--- src/logic/aow_pkg.sv ---
package aow_pkg;
  // Register offsets
  localparam logic [3:0] OFF_PROTOCOL = 4'h2;
  localparam logic [3:0] OFF_STROBE = 4'h4;
  localparam logic [3:0] OFF_WORD = 4'h5;
  localparam logic [3:0] OFF_AVG = 4'h6;
  localparam logic [3:0] OFF_REFOFS = 4'h7;

  // Writable bits; all others are reserved and read zero
  localparam logic [7:0] MASK_PROTOCOL = 8'h73;
  localparam logic [7:0] MASK_STROBE = 8'h03;
  localparam logic [7:0] MASK_WORD = 8'h33;
  localparam logic [7:0] MASK_AVG = 8'h03;
  localparam logic [7:0] MASK_REFOFS = 8'h01;

  // Reset values
  localparam logic [7:0] RST_PROTOCOL = 8'h00;
  localparam logic [7:0] RST_STROBE = 8'h00;
  localparam logic [7:0] RST_WORD = 8'h00;
  localparam logic [7:0] RST_AVG = 8'h00;
  localparam logic [7:0] RST_REFOFS = 8'h00;

  // Field positions
  localparam int BIT_READY_MASK = 5;
  localparam int BIT_BYTE_ORDER = 4;
  localparam int BIT_PATTERN = 1;
  localparam int BIT_RIGHT = 0;
  localparam int PROTO_MSB = 6;
  localparam int PROTO_LSB = 4;
  localparam int SRC_MSB = 1;
  localparam int DEPTH_MSB = 1;

  // Encodings
  localparam logic [2:0] PROTO_RETIMER_SDR = 3'h2;
  localparam logic [2:0] PROTO_RETIMER_DDR = 3'h3;
  localparam logic [1:0] SRC_SERIAL = 2'h0;
  localparam logic [1:0] SRC_INT = 2'h1;
  localparam logic [1:0] SRC_INT_DIV2 = 2'h2;
  localparam logic [1:0] SRC_INT_DIV4 = 2'h3;
  localparam logic [1:0] AVG_TWO = 2'h2;
  localparam logic [1:0] AVG_FOUR = 2'h3;
  localparam logic [31:0] TEST_PATTERN = 32'hA55A_A55A;

  // Sample layout
  localparam int RES_BITS = 16;
  localparam int SAMPLE_BITS = 16;

  typedef struct packed {
    logic [7:0] protocol;
    logic [7:0] strobe;
    logic [7:0] word;
    logic [7:0] avg;
    logic [7:0] refofs;
  } aow_cfg_t;
endpackage

--- src/logic/aow_avg_if.sv ---
`timescale 1ns/1ps
interface aow_avg_if;
  logic [1:0] depth;
  logic in_valid;
  logic [aow_pkg::SAMPLE_BITS-1:0] in_data;
  logic out_valid;
  logic [aow_pkg::SAMPLE_BITS-1:0] out_data;

  modport avg (
    input depth,
    input in_valid,
    input in_data,
    output out_valid,
    output out_data
  );
  modport user (
    output depth,
    output in_valid,
    output in_data,
    input out_valid,
    input out_data
  );
endinterface

--- src/logic/aow_output_word_cfg.sv ---
// Design decision made here: the strobed register port.
`timescale 1ns/1ps
// Summary of operation
// - Retimer source picks serial or internal clocks
// - Reserved bits read zero, never written
// - Strobe source register at 4h, resets zero
// - Output word register at 5h, resets zero
// - Ready suppress bit masks ready output
// - Strobe keeps running while ready masked
// - Byte order bit selects AA or AB
// - Test pattern bit replaces results with constant
// - Justify bit aligns narrow results left/right
// - Averaging depth gives none, two or four
// - Averaging register at 6h, resets zero
// - Reference offset register at 7h, resets zero
// - Protocols 010b/011b are clock retimer modes
// - Protocols 1xx select parallel byte mode
module aow_output_word_cfg #(
  parameter int RES_BITS = aow_pkg::RES_BITS
) (
  // Clock and reset
  input wire logic clk,
  input wire logic reset,
  // Register port
  input wire logic [3:0] reg_addr,
  input wire logic [7:0] reg_wdata,
  input wire logic reg_wr,
  input wire logic reg_rd,
  output logic [7:0] reg_rdata,
  // Conversion results
  input wire logic [15:0] conv_a,
  input wire logic [15:0] conv_b,
  input wire logic conv_valid,
  // Link framing and serial clock pin
  input wire logic frame_start,
  input wire logic sclk_pin,
  // Output path
  output logic [31:0] data_word,
  output logic word_valid,
  output logic [15:0] byte_pair,
  output logic parallel_mode,
  output logic ready_out,
  output logic strobe_out
);
  localparam int PAD = aow_pkg::SAMPLE_BITS - RES_BITS;

  typedef struct packed {
    aow_pkg::aow_cfg_t cfg;
    aow_pkg::aow_cfg_t act;
    logic [7:0] rdata;
    logic sclk_s1;
    logic sclk_s2;
    logic [1:0] div;
    logic strobe;
    logic [31:0] word;
    logic word_valid;
    logic [15:0] pair;
    logic par;
    logic ready;
    logic ready_out;
  } aow_top_state_t;

  aow_top_state_t q, n;
  aow_avg_if av_if[2] ();
  logic [15:0] res_a, res_b;
  logic retimer_mode;
  logic [1:0] src;

  function automatic logic [15:0] aow_align(input logic [15:0] v,
                                            input logic right);
    logic [15:0] r;
    r = v;
    if (!right) begin
      r = 16'(v << PAD);
    end
    return r;
  endfunction

  // One averager per converter channel
  generate
    for (genvar ch = 0; ch < 2; ch++) begin : g_avg
      assign av_if[ch].depth = q.act.avg[aow_pkg::DEPTH_MSB:0];
      assign av_if[ch].in_valid = conv_valid;
      assign av_if[ch].in_data = (ch == 0) ? conv_a : conv_b;
      aow_averager u_avg (
        .clk(clk),
        .reset(reset),
        .av(av_if[ch])
      );
    end
  endgenerate

  assign res_a = aow_align(av_if[0].out_data,
                           q.act.word[aow_pkg::BIT_RIGHT]);
  assign res_b = aow_align(av_if[1].out_data,
                           q.act.word[aow_pkg::BIT_RIGHT]);

  always_comb begin
    n = q;
    n.rdata = 8'h00;
    n.word_valid = 1'b0;
    n.sclk_s1 = sclk_pin;
    n.sclk_s2 = q.sclk_s1;
    n.div = q.div + 2'd1;
    retimer_mode = 1'b0;
    src = q.act.strobe[aow_pkg::SRC_MSB:0];

    // Writes keep reserved bits at zero
    if (reg_wr) begin
      unique case (reg_addr)
        aow_pkg::OFF_PROTOCOL:
          n.cfg.protocol = reg_wdata & aow_pkg::MASK_PROTOCOL;
        aow_pkg::OFF_STROBE:
          n.cfg.strobe = reg_wdata & aow_pkg::MASK_STROBE;
        aow_pkg::OFF_WORD:
          n.cfg.word = reg_wdata & aow_pkg::MASK_WORD;
        aow_pkg::OFF_AVG:
          n.cfg.avg = reg_wdata & aow_pkg::MASK_AVG;
        aow_pkg::OFF_REFOFS:
          n.cfg.refofs = reg_wdata & aow_pkg::MASK_REFOFS;
        default: ;
      endcase
    end

    // Unmapped offsets read zero
    if (reg_rd) begin
      unique case (reg_addr)
        aow_pkg::OFF_PROTOCOL: n.rdata = q.cfg.protocol;
        aow_pkg::OFF_STROBE: n.rdata = q.cfg.strobe;
        aow_pkg::OFF_WORD: n.rdata = q.cfg.word;
        aow_pkg::OFF_AVG: n.rdata = q.cfg.avg;
        aow_pkg::OFF_REFOFS: n.rdata = q.cfg.refofs;
        default: n.rdata = 8'h00;
      endcase
    end

    // Settings only move into use between frames, never mid-word
    if (frame_start) begin
      n.act = q.cfg;
      n.ready = 1'b0;
    end

    retimer_mode = q.act.protocol[aow_pkg::PROTO_MSB:aow_pkg::PROTO_LSB]
                   == aow_pkg::PROTO_RETIMER_SDR ||
                   q.act.protocol[aow_pkg::PROTO_MSB:aow_pkg::PROTO_LSB]
                   == aow_pkg::PROTO_RETIMER_DDR;
    n.par = q.act.protocol[aow_pkg::PROTO_MSB];

    // Internal clock is modelled at the system clock rate
    unique case (src)
      aow_pkg::SRC_SERIAL: n.strobe = q.sclk_s2;
      aow_pkg::SRC_INT: n.strobe = ~q.strobe;
      aow_pkg::SRC_INT_DIV2:
        n.strobe = q.div[0] ? ~q.strobe : q.strobe;
      aow_pkg::SRC_INT_DIV4:
        n.strobe = (q.div == 2'd3) ? ~q.strobe : q.strobe;
    endcase
    // Strobe ignores the ready mask on purpose
    if (!retimer_mode) begin
      n.strobe = 1'b0;
    end

    if (av_if[0].out_valid) begin
      n.word_valid = 1'b1;
      n.ready = 1'b1;
      if (q.act.word[aow_pkg::BIT_PATTERN]) begin
        n.word = aow_pkg::TEST_PATTERN;
      end else begin
        n.word = {res_a, res_b};
      end
      if (q.act.word[aow_pkg::BIT_BYTE_ORDER]) begin
        n.pair = {n.word[31:24], n.word[15:8]};
      end else begin
        n.pair = n.word[31:16];
      end
    end
    n.ready_out = n.ready & ~n.act.word[aow_pkg::BIT_READY_MASK];
  end

  always_ff @(posedge clk) begin
    if (reset) begin
      q <= '0;
      q.cfg.protocol <= aow_pkg::RST_PROTOCOL;
      q.cfg.strobe <= aow_pkg::RST_STROBE;
      q.cfg.word <= aow_pkg::RST_WORD;
      q.cfg.avg <= aow_pkg::RST_AVG;
      q.cfg.refofs <= aow_pkg::RST_REFOFS;
    end else begin
      q <= n;
    end
  end

  assign reg_rdata = q.rdata;
  assign data_word = q.word;
  assign word_valid = q.word_valid;
  assign byte_pair = q.pair;
  assign parallel_mode = q.par;
  assign ready_out = q.ready_out;
  assign strobe_out = q.strobe;
endmodule

--- src/logic/aow_averager.sv ---
`timescale 1ns/1ps
module aow_averager (
  // Clock and reset
  input wire logic clk,
  input wire logic reset,
  // Sample stream
  aow_avg_if.avg av
);
  typedef struct packed {
    logic [aow_pkg::SAMPLE_BITS+1:0] acc;
    logic [1:0] cnt;
    logic vld;
    logic [aow_pkg::SAMPLE_BITS-1:0] mean;
  } aow_avg_state_t;

  aow_avg_state_t q, n;
  logic [aow_pkg::SAMPLE_BITS+1:0] sum;

  always_comb begin
    n = q;
    n.vld = 1'b0;
    sum = q.acc + {2'b00, av.in_data};
    if (av.in_valid) begin
      // Depth 00 and 01 pass each sample straight through
      unique case (av.depth)
        aow_pkg::AVG_TWO: begin
          if (q.cnt[0]) begin
            n.mean = sum[aow_pkg::SAMPLE_BITS:1];
            n.vld = 1'b1;
            n.acc = '0;
            n.cnt = 2'd0;
          end else begin
            n.acc = sum;
            n.cnt = 2'd1;
          end
        end
        aow_pkg::AVG_FOUR: begin
          if (q.cnt == 2'd3) begin
            n.mean = sum[aow_pkg::SAMPLE_BITS+1:2];
            n.vld = 1'b1;
            n.acc = '0;
            n.cnt = 2'd0;
          end else begin
            n.acc = sum;
            n.cnt = q.cnt + 2'd1;
          end
        end
        default: begin
          n.mean = av.in_data;
          n.vld = 1'b1;
          n.acc = '0;
          n.cnt = 2'd0;
        end
      endcase
    end
  end

  always_ff @(posedge clk) begin
    if (reset) begin
      q <= '0;
    end else begin
      q <= n;
    end
  end

  assign av.out_valid = q.vld;
  assign av.out_data = q.mean;
endmodule

--- config.mk ---
export PLATFORM = sky130hd
export DESIGN_NAME = aow_output_word_cfg
export DESIGN_NICKNAME = d
export VERILOG_FILES = /design/src/logic/aow_pkg.sv /design/src/logic/aow_avg_if.sv /design/src/logic/aow_output_word_cfg.sv /design/src/logic/aow_averager.sv
export SDC_FILE = /design/constraint.sdc
export NUM_CORES = 1
export LEC_CHECK = 0
export BUFFER_PORTS_ARGS = -buffer_cell sky130_fd_sc_hd__buf_2
export CORE_MARGIN = 1.5
export CORE_UTILIZATION = 63
export DETAILED_ROUTE_END_ITERATION = 10
export GPL_TIMING_DRIVEN = 0
export PLACE_DENSITY_LB_ADDON = 0.05
export SYNTH_ARGS = -nofsm -noshare
export SYNTH_HDL_FRONTEND = slang
export SYNTH_SLANG_ARGS = --single-unit
export TNS_END_PERCENT = 1
--- constraint.sdc ---
create_clock -name clk -period 4.1 [get_ports clk]
set_input_delay 0.41 -clock clk [delete_from_list [all_inputs] [get_ports clk]]
set_output_delay 0.41 -clock clk [all_outputs]
set_load 0.02 [all_outputs]
# After elaboration in Yosys (flattened, before gate mapping)

Cells that the tools add are included.

Input port bits: 51
Flip-flop bits (word level): 166
Memories: 0
Bits in read-only memories: 0
Bits in latches: 0
Memory bits (writable): 0

Add/sub/neg operators: 5
Reductions and logical operators: 13
Muxes and demuxes: 20
Equal/unequal tests: 21
Order comparisons: 0
Bitwise operators: 6
Divide/modulo/power cells: 0
Shift operators: 0
Multipliers: 0

Operator list:

| cell                  | number |
|---|---|
| $pmux W37 S2          | 2 |
| $mux W17              | 5 |
| $mux W20              | 4 |
| $add A18 B16 Y18      | 2 |
| $pmux W7 S5           | 1 |
| $mux W32              | 1 |
| $mux W22              | 1 |
| $eq A4 B3 Y1 const B  | 4 |
| $eq A2 B2 Y1 const B  | 7 |
| $reduce_and A2 Y1     | 6 |
| $mux W8               | 1 |
| $ne A2 B1 Y1 const B  | 4 |
| $add A2 B1 Y2 const B | 3 |
| $eq A3 B2 Y1 const B  | 2 |
| $reduce_and A3 Y1     | 2 |
| $reduce_or A2 Y1      | 3 |
| $not A1 Y1            | 5 |
| $eq A4 B2 Y1 const B  | 1 |
| $mux W1               | 4 |
| $ne A2 B2 Y1 const B  | 2 |
| $pmux W1 S4           | 1 |
| $eq A2 B1 Y1 const B  | 1 |
| $logic_not A2 Y1      | 1 |
| $and A1 B1 Y1         | 1 |
| $logic_or A1 B1 Y1    | 1 |

# Logic depth before layout (Yosys ltp)

Gate-level depths: netlist of the first run.

Word-level depth: 4
Mapped depth: 10
Depth with buffers taken out: 10

# Cells and area by module

Synthesis of the first run repeated with hierarchy kept, for this count alone.

Cell total of the unflattened synthesis: 1063
Area total of the unflattened synthesis: 8805.9 um^2

By module, submodules not included:

| module                        | area each (um^2) | times used | seq. area each (um^2) | cells an instance |
|---|---|---|---|---|
| aow_output_word_cfg           | 3463.3           | 1          | 1541.5                | 387 |
| aow_averager (g_avg[1].u_avg) | 2691.3           | 1          | 740.7                 | 345 |
| aow_averager (g_avg[0].u_avg) | 2651.3           | 1          | 740.7                 | 331 |

# Worst setup path before layout of the first run

Ideal clock, no wire load.

Path type: in2reg
Start: input conv_b[0]
End: register g_avg[1].u_avg.q (netlist bit g_avg[1].u_avg.av.out_data[12])
Data required time: 3968 ps
Slack: 1191 ps
Stages on the path: 10
Buffers on the path: 0
Arrival: 2777 ps
Path through: ha_1 -> fa_1 -> a21o_1 -> a221o_1 -> o211ai_2 -> or4b_1 -> a21oi_2 -> xnor2_1 -> a221oi_2 -> nor3_1

Cells in the longest elaborated chain, start to end: 3

RTL lines:

| item                        | RTL line                               | RTL |
|---|---|---|
| start: declaration          | aow_output_word_cfg.sv:32              | `input wire logic [15:0] conv_b,` |
| $add A18 B16 Y18 (*)        | aow_averager.sv:22                     | `sum = q.acc + {2'b00, av.in_data};` |
| $mux W17 (on tied branches) | aow_averager.sv:38, aow_averager.sv:27 |  |
| $pmux W37 S2 (*)            | aow_averager.sv:25                     | `unique case (av.depth)` |
| end signal: assignment      | aow_averager.sv:62                     | `q <= n;` |
| end: declaration            | aow_averager.sv:16                     | `aow_avg_state_t q, n;` |

Every way passes the cells marked *; elsewhere a longest branch is shown, timed or not. The select of a mux whose other input is x is not followed.
A chain may end at the register's enable or synchronous reset.

# Final worst setup path of the first run

Start: register g_avg[0].u_avg.q[19] in the netlist's numbering
End: register g_avg[0].u_avg.q (netlist bit g_avg[0].u_avg.av.out_data[12])

Cells in the longest elaborated chain, start to end: 3

RTL lines:

| item                        | RTL line |
|---|---|
| start: declaration          | aow_averager.sv:16 |
| start signal: assignment    | aow_averager.sv:62 |
| $add A18 B16 Y18 (*)        | aow_averager.sv:22 |
| $mux W17 (on tied branches) | aow_averager.sv:38, aow_averager.sv:27 |
| $pmux W37 S2 (*)            | aow_averager.sv:25 |

Marked as above.

==> flow_metrics.tcl, run 1 <==
set metrics [dict create \
    status "finished, final reports clean" \
    place_inst 1268 \
    cts_hold_buffers 0 \
    yosys_warnings 0 \
    synthAdderAreaFrac_pct 5.89 \
    final_net_count 1203 \
    worstPathRequired_ns 4.44 \
    htree_levels 4 \
    cts_tree "yes" \
    worstMarginPinSlew_ns 1.22 \
    final_cells 1297 \
    yosysSeqAreaShare_pct 37.0 \
    vdd_drop_max_mv 0.191 \
    fin_skew_ns 0.00696 \
    crit_top_cell "a211oi_1" \
    clock_path_buffers 2 \
    synth.area.top_cells "dfxtp_1, nor2_1, ha_1, a21oi_1, buf_4" \
    synth_cells 991 \
    synth_xor_area_share_pct 3.02 \
    p_clk_share_pct 43.6 \
    ioPinCount 111 \
    synth_commonest_cells "dfxtp_1, nor2_1, a21oi_1" \
    cts_root_buf "clkbuf_16" \
    cp_max_fo 5 \
    setup_viol 0 \
    totalWireLength_mm 21.5 \
    antennaDiodeCount 0 \
    worst_skew_pair.late_latency_ns 0.43 \
    via_per_inst 5.91 \
    syn_area_um2 8120 \
    drive_above_1_share_pct 17.7 \
    max_freq_mhz 311 \
    crit_path_cell_trace "ha_1 -> fa_1 -> a211oi_1 -> nor2_1 -> nor3_1 -> nor4b_1 -> a2111oi_0 -> a211oi_1 -> a22oi_1 -> a211oi_1" \
    synth_top_family_by_area "compound AO/OA/AOI/OAI gates" \
    die_h_um 117 \
    grt_first_pass_wirelength_mm 34.2 \
    sw_frac_of_total_pct 25.7 \
    track_usage_pct 32.6 \
    rsz0062_at_grt "false" \
    area_growth_pct 15.8 \
    drt_first_iter_violations 832 \
    slowest_delay_ns 0.80 \
    grt_max_degree 17 \
    drv_slew 0 \
    criticalPathCategory "flip-flop to flip-flop" \
    synth_area_leader_cell "dfxtp_1" \
    yosysMostFrequentCell "dfxtp_1" \
    cp_top_family "compound AO/OA/AOI/OAI gates" \
    synthFlopType "dfxtp_1" \
    final_util_pct 74.5 \
    synthMuxAreaShare_pct 3.14 \
    route.detailed.drc 0 \
    dr.pass1.iters 6 \
    hold_viol_final 0 \
    fp.coreArea_um2 12600 \
    vias 7659 \
    end_kind "flip-flop" \
    place_ws_ns 0.806 \
    grt_overflow_total 0 \
    leakagePower_nw 4.01 \
    synth-simple-area-share_pct 18.4 \
    netlist.area_leader.share_pct 37.0 \
    async_reset_ff_share_pct 0 \
    postSynthAreaPerCell_um2 8.20 \
    antenna_found_initial 1 \
    dpl.hpwl_mm 16.0 \
    critPathSlowestCell "nor4b_1" \
    power.internal_w 0.00252 \
    synth_cell_types 64 \
    cts_made_buffers 17 \
    min_period_ns 3.22 \
    start_util_pct 64.4 \
    place_congestion 0.989 \
    clkTransAtPathRegs_ns 0.06 \
    cts_resized 0 \
    synth_compound_area_share_pct 22.9 \
    clock-sinks 150 \
    maxCapViolations 0 \
    period_share_pct 78.5 \
    crit_path_start_kind "flip-flop" \
    antenna_left 0 \
    seqPwrFrac_pct 45.4 \
    arrival_ns 3.56 \
    finalWorstSetupSlack_ns 0.881 \
    std_cell_rows 41 \
    cts_setup_buffers 0 \
    die-area_um2 13600 \
    combinationalPowerShare_pct 11.0 \
    slew_headroom_pct 17.5 \
    p_sw_w 0.000872 \
    wl_per_cell_um 16.6 \
    die_w_um 117 \
    port_buffers 103 \
    synth-edff-count 0 \
    p_per_area_nw_per_um2 361 \
    worst-path-buf-inv 0 \
    fin_setup_tns_ns 0 \
    hold_path.class "primary input to flip-flop" \
    holdWs_ns 0.185 \
    first_global_vias 6878 \
    synth_seq_cells 150 \
]
placed cells by master, fill, tap and decap left out, drive strengths merged, types with 4 or more instances in the layout:
master	n
buf	163
nand2b	30
nand3b	13
a221oi	19
nand2	66
a31oi	5
xnor2	18
a222oi	5
nand4	5
a21oi	87
nand3	22
xor2	10
a211oi	32
o221ai	5
clkinv	5
a21o	10
dfxtp	150
nor2	128
mux2i	21
nor3	21
a22oi	32
o21a	5
a311oi	6
and3	6
ha	35
o311ai	5
nor2b	13
inv	34
o21ai	43
clkbuf	79
and2	4
registers in the layout, summed over array words and instances (netlist names), 2 cells and up:
| name | flops |
|---|---|
| n | 2 |
| byte_pair | 8 |
| g_avg.u_avg.q | 40 |
| av_if.depth | 2 |
| g_avg.u_avg.av.out_data | 32 |
| q | 24 |
| data_word | 32 |
| reg_rdata | 5 |
routing by layer:
metal | global-route usage, % | vias up | wire length (um)
met1 | 45.4 | 3557 | 9890
met5 | 0 | - | 13
li1 | - | 3726 | -
met2 | 50.4 | 324 | 9540
met4 | 13.0 | 2 | 492
met3 | 5.97 | 50 | 1590
stage by stage:
step	cell area, um^2	total power, W
after global placement	8860	0.00193
after floorplan	8130	0.00181
final	9410	0.00339
after CTS	9410	0.00338
after detailed placement	8860	0.00194
after global routing	9410	0.00350
power groups by stage:
stage / clock [W] / combinational [W] / sequential (W)
after floorplan: 0 / 0.000251 / 0.00156
after CTS: 0.00148 / 0.000368 / 0.00154
after detailed placement: 0 / 0.000365 / 0.00157
after global placement: 0 / 0.000362 / 0.00157
after global routing: 0.00154 / 0.000410 / 0.00154
final: 0.00148 / 0.000373 / 0.00154
layout make-up:
class | instances | area [um^2]
plain buffers | 118 | 653
clock buffers | 21 | 470
clock inverters | 8 | 77.6
repair buffers | 103 | 515
well taps | 172 | 215
inverters | 34 | 128
fillers | 1041 | 3210
multi-input cells | 691 | 4350
flip-flops and latches | 150 | 3000
worst paths after layout:
path / from / to / slack (ns) / cells after the start
setup / recovery: g_avg[0].u_avg.q[19]$_SDFFE_PP0P_ / g_avg[0].u_avg.av.out_data[12]$_SDFFE_PP0P_ / 0.88 / 10
hold / removal: sclk_pin / n[55]$_SDFF_PP0_ / 0.18 / 2
setup reg to reg: g_avg[0].u_avg.q[19]$_SDFFE_PP0P_ / g_avg[0].u_avg.av.out_data[12]$_SDFFE_PP0P_ / 0.88 / 10
hold reg to reg: n[55]$_SDFF_PP0_ / q[55]$_SDFF_PP0_ / 0.44 / 1
logic make-up after synthesis:
kind of cell | Yosys count
DFF | 150
AOI/OAI and AO/OA | 279
xor gates and xnor gates | 28
other | 1
muxes | 24
adders and majority gates | 37
buffers and inverters | 152
and+or+nand+nor | 320
(Power assumes the default switching activity.)
==> run 2, diff against run 1 <==
- CORE_UTILIZATION: 63 -> 58
- clock period: 4.1 -> 3.1 ns (I/O delays scaled with it)
==> flow_metrics.tcl, run 2 (synthesis results as in run 1) <==
set metrics [dict create \
    status "finished, final reports clean" \
    crit_start "g_avg[1].u_avg.q[19]$_SDFFE_PP0P_" \
    wl_per_cell_um 16.9 \
    port_buffers 103 \
    start_util_pct 59.0 \
    drv_slew 0 \
    min_period_ns 3.02 \
    dpl-instance-area_um2 8870 \
    leakagePower_nw 4.05 \
    totalWireLength_mm 22.1 \
    htree_levels 4 \
    crit_path_start_kind "flip-flop" \
    vdd_drop_max_mv 0.301 \
    grt_first_pass_wirelength_mm 34.3 \
    fin_skew_ns 0.00539 \
    cts_tree "yes" \
    antenna_found_initial 2 \
    criticalPathCategory "flip-flop to flip-flop" \
    clkTransAtPathRegs_ns 0.06 \
    crit_path_cell_trace "ha_1 -> fa_2 -> a21o_1 -> a221o_1 -> o211ai_2 -> or4b_1 -> a21oi_2 -> xnor2_2 -> a221oi_2 -> nor3_1" \
    fp.coreArea_um2 13800 \
    worstMarginPinSlew_ns 1.21 \
    p_per_area_nw_per_um2 495 \
    period_share_pct 97.6 \
    hold_viol_final 0 \
    max_freq_mhz 331 \
    whs_path_depth 2 \
    first_global_vias 6740 \
    ioPinCount 111 \
    antenna_left 0 \
    cts_root_buf "clkbuf_16" \
    route.detailed.drc 0 \
    nFillCells 1247 \
    final_common_cell "dfxtp_1" \
    finalWorstSetupSlack_ns 0.0753 \
    vias 7577 \
    critPathSlowestCell "or4b_1" \
    regMostFlops "g_avg.u_avg.q" \
    clock-sinks 150 \
    place_ws_ns -0.127 \
    cts_hold_buffers 0 \
    dr.pass1.iters 8 \
    fin_setup_tns_ns 0 \
    hold_path.class "primary input to flip-flop" \
    end_kind "flip-flop" \
    layout_common_cells "dfxtp_1, nor2_1, buf_2, a21oi_1, nand2_1" \
    place_congestion 0.976 \
    place_inst 1276 \
    grt_max_degree 17 \
    slew_headroom_pct 17.9 \
    drt_first_iter_violations 752 \
    area_growth_pct 17.3 \
    antennaDiodeCount 0 \
    min_from "sclk_pin" \
    worst_skew_pair.late_latency_ns 0.43 \
    via_per_inst 5.79 \
    grt_overflow_total 0 \
    maxCapViolations 0 \
    die-area_um2 14700 \
    final_cell_area_um2 9530 \
    arrival_ns 3.32 \
    die_h_um 121 \
    drive_above_1_share_pct 18.5 \
    final_cells 1309 \
    std_cell_rows 43 \
    worstPathRequired_ns 3.40 \
    rr_worst_depth 10 \
    largest_reg_flops 40 \
    rsz0062_at_grt "true" \
    clock_path_buffers 2 \
    die_w_um 121 \
    setup_viol 0 \
    final_net_count 1204 \
    cts_made_buffers 17 \
    track_usage_pct 30.0 \
    dpl.hpwl_mm 16.3 \
    cp_max_fo 3 \
    r2r-start "g_avg[1].u_avg.q[19]$_SDFFE_PP0P_" \
    slowest_delay_ns 0.48 \
    total_power_w 0.00472 \
]
run 2: cell count changes in the layout (fill, tap and decap cells not counted), moves of 2 or more:
| cell | previous run | this run |
|---|---|---|
| bufinv_16 | 1 | 3 |
| clkinv_2 | 3 | 1 |
| clkinvlp_4 | 2 | 4 |
| inv_6 | 0 | 4 |
run 2: repair_timing:
action / in CTS / in global routing
buffers inserted: 0 / 1
pin swaps: 0 / 4
endpoints found under the setup margin: 2 / 13
resized for setup: 1 / 5
run 2: final cells by class:
cell class              instances  area, um^2  share of cell area (%)
plain buffers                 118         653                    6.85
well taps                     180         225                    2.36
multi-input cells             691        4370                    45.9
flip-flops and latches        150        3000                    31.5
clock inverters                13         169                    1.77
repair buffers                104         523                    5.49
clock buffers                  19         453                    4.75
inverters                      34         128                    1.34
run 2: through the flow:
step | hold slack, ns | utilization [%]
floorplan | 0.413 | -
global placement | 0.418 | 64.4
detailed placement | 0.430 | 64.4
CTS | 0.0828 | 69.0
global route | 0.0980 | 69.2
finish | 0.0826 | 69.2
run 2: worst paths after layout:
kind	to	slack [ns]
worst min-delay path	n[55]$_SDFF_PP0_	0.08
worst min register to register	q[55]$_SDFF_PP0_	0.44
worst max register to register	g_avg[1].u_avg.av.out_data[12]$_SDFFE_PP0P_	0.08
worst max-delay path	g_avg[1].u_avg.av.out_data[12]$_SDFFE_PP0P_	0.08
run 2: critical path: cells and delay by family (launching register included):
kind	cells	cell delay, ns
compound gates	5	1.33
xor+xnor	1	0.11
fa+ha+maj	2	0.58
flops	1	0.31
simple gates	2	0.56
run 2: power by group:
group | internal [W] | switching, W | total [W]
Combinational | 0.000192 | 0.000304 | 0.000497
Sequential | 0.00199 | 0.0000465 | 0.00204
Clock | 0.00132 | 0.000869 | 0.00219
run 2: per-layer routing:
metal  share of wire [%]  vias to the layer above  track usage (%)  routed length (um)
met5               0.091                        -                0                  20
met4                 1.5                        4             8.46                 341
met2                  45                      277             47.8                9990
met1                  47                     3519             41.7               10400
met3                 6.2                       36             5.36                1360
li1                    -                     3741                -                   -
==> run 3, diff against run 2 <==
- RECOVER_POWER: not set -> 50
- SKIP_CTS_REPAIR_TIMING: not set -> 1
==> flow_metrics.tcl, run 3 (synthesis results as in run 1) <==
set metrics [dict create \
    status "finished, final reports clean" \
    end_kind "flip-flop" \
    layout_common_cells "dfxtp_1, nor2_1, clkbuf_1, a21oi_1, nand2_1" \
    drt_first_iter_violations 770 \
    critPathSlowestCell "or4b_1" \
    clkTransAtPathRegs_ns 0.06 \
    via_per_inst 5.75 \
    max_freq_mhz 331 \
    worstPathRequired_ns 3.40 \
    hold_path.class "primary input to flip-flop" \
    p_per_area_nw_per_um2 498 \
    criticalPathCategory "flip-flop to flip-flop" \
    clock_path_buffers 2 \
    htree_levels 4 \
    start_util_pct 59.0 \
    final_common_cell "dfxtp_1" \
    hold_viol_final 0 \
    final_cells 1309 \
    min_period_ns 3.02 \
    maxCapViolations 0 \
    met2_length_mm 9.90 \
    die-area_um2 14700 \
    slew_headroom_pct 16.8 \
    die_h_um 121 \
    track_usage_pct 30.0 \
    finalWorstSetupSlack_ns 0.0810 \
    rsz0062_at_grt "true" \
    antenna_found_initial 2 \
    routed.top_layer "met5" \
    dr.pass1.iters 5 \
    regMostFlops "g_avg.u_avg.q" \
    ioPinCount 111 \
    totalWireLength_mm 22.1 \
    worstMarginPinSlew_ns 1.23 \
    setup_viol 0 \
    largest_reg_flops 40 \
    grt_first_pass_wirelength_mm 34.2 \
    die_w_um 121 \
    period_share_pct 97.4 \
    arrival_ns 3.32 \
    std_cell_rows 43 \
    wl_met1_mm 10.3 \
    cp_max_fo 3 \
    final_util_pct 68.7 \
    antenna_left 0 \
    fp.coreArea_um2 13800 \
    final_net_count 1204 \
    vias 7522 \
    place_ws_ns -0.127 \
    area_growth_pct 16.4 \
    leakagePower_nw 3.81 \
    wl_per_cell_um 16.9 \
    dr_wl_met3_mm 1.43 \
    port_buffers 103 \
    holdWs_ns 0.0849 \
    crit_path_start_kind "flip-flop" \
    slowest_delay_ns 0.48 \
    drv_slew 0 \
    cts_made_buffers 17 \
    place_inst 1276 \
    cp_top_family "compound AO/OA/AOI/OAI gates" \
    drive_above_1_share_pct 13.4 \
    vdd_drop_max_mv 0.301 \
    cts_root_buf "clkbuf_16" \
    route.detailed.drc 0 \
    cts_tree "yes" \
    first_global_vias 6740 \
    place_congestion 0.976 \
    grt_max_degree 17 \
    grt_overflow_total 0 \
    clock-sinks 150 \
    antennaDiodeCount 0 \
    worst-path-buf-inv 0 \
    crit_path_cell_trace "ha_1 -> fa_2 -> a21o_1 -> a221o_1 -> o211ai_2 -> or4b_1 -> a21oi_2 -> xnor2_2 -> a221oi_2 -> nor3_1" \
    fin_skew_ns 0.00542 \
    worst_skew_pair.late_latency_ns 0.43 \
    dpl.hpwl_mm 16.3 \
]
==> run 3: where the power goes <==
part / switching [W] / total (W) / leakage (nW) / internal (W)
sequential: 0.0000466 / 0.00204 / 1.22 / 0.00199
clock: 0.000868 / 0.00219 / 0.293 / 0.00132
combinational: 0.000305 / 0.000489 / 2.30 / 0.000184
total: 0.00122 / 0.00471 / 3.81 / 0.00349
==> run 3: metal layers <==
layer  vias to the layer above  GRT usage [%]
li1                       3746              -
met1                      3463           41.7
met2                       267           47.8
met3                        42           5.36
met4                         4           8.46
met5                         -              0
==> run 3: worst paths after layout <==
| path | start | to | slack, ns | cells past startpoint |
|---|---|---|---|---|
| worst max register to register | g_avg[1].u_avg.q[19]$_SDFFE_PP0P_ | g_avg[1].u_avg.av.out_data[12]$_SDFFE_PP0P_ | 0.08 | 10 |
| worst max-delay path | g_avg[1].u_avg.q[19]$_SDFFE_PP0P_ | g_avg[1].u_avg.av.out_data[12]$_SDFFE_PP0P_ | 0.08 | 10 |
| worst min register to register | n[55]$_SDFF_PP0_ | q[55]$_SDFF_PP0_ | 0.44 | 1 |
| worst min-delay path | sclk_pin | n[55]$_SDFF_PP0_ | 0.08 | 2 |
==> run 3: worst register-to-register path, stage by stage, from the launching register on <==
cell and delay [ns]:
dfxtp_1 0.31, ha_1 0.22, fa_2 0.36, a21o_1 0.19
a221o_1 0.41, o211ai_2 0.20, or4b_1 0.48, a21oi_2 0.19
xnor2_2 0.11, a221oi_2 0.33, nor3_1 0.08
==> run 3: final cells by class <==
type,count,area (um^2)
multi-input cells,691,4370
fillers,1284,4320
flip-flops and latches,150,3000
plain buffers,118,653
clock buffers,19,453
repair buffers,104,450
well taps,180,225
clock inverters,13,169
inverters,34,128
==> run 3: stage by stage <==
stage | setup TNS, ns | power [W] | cell area [um^2]
after floorplan | 0 | 0.00239 | 8130
after detailed placement | -0.419 | 0.00256 | 8870
after CTS | -0.0297 | 0.00472 | 9490
final | 0 | 0.00471 | 9460
after global placement | -0.341 | 0.00256 | 8870
after global routing | -0.182 | 0.00484 | 9460
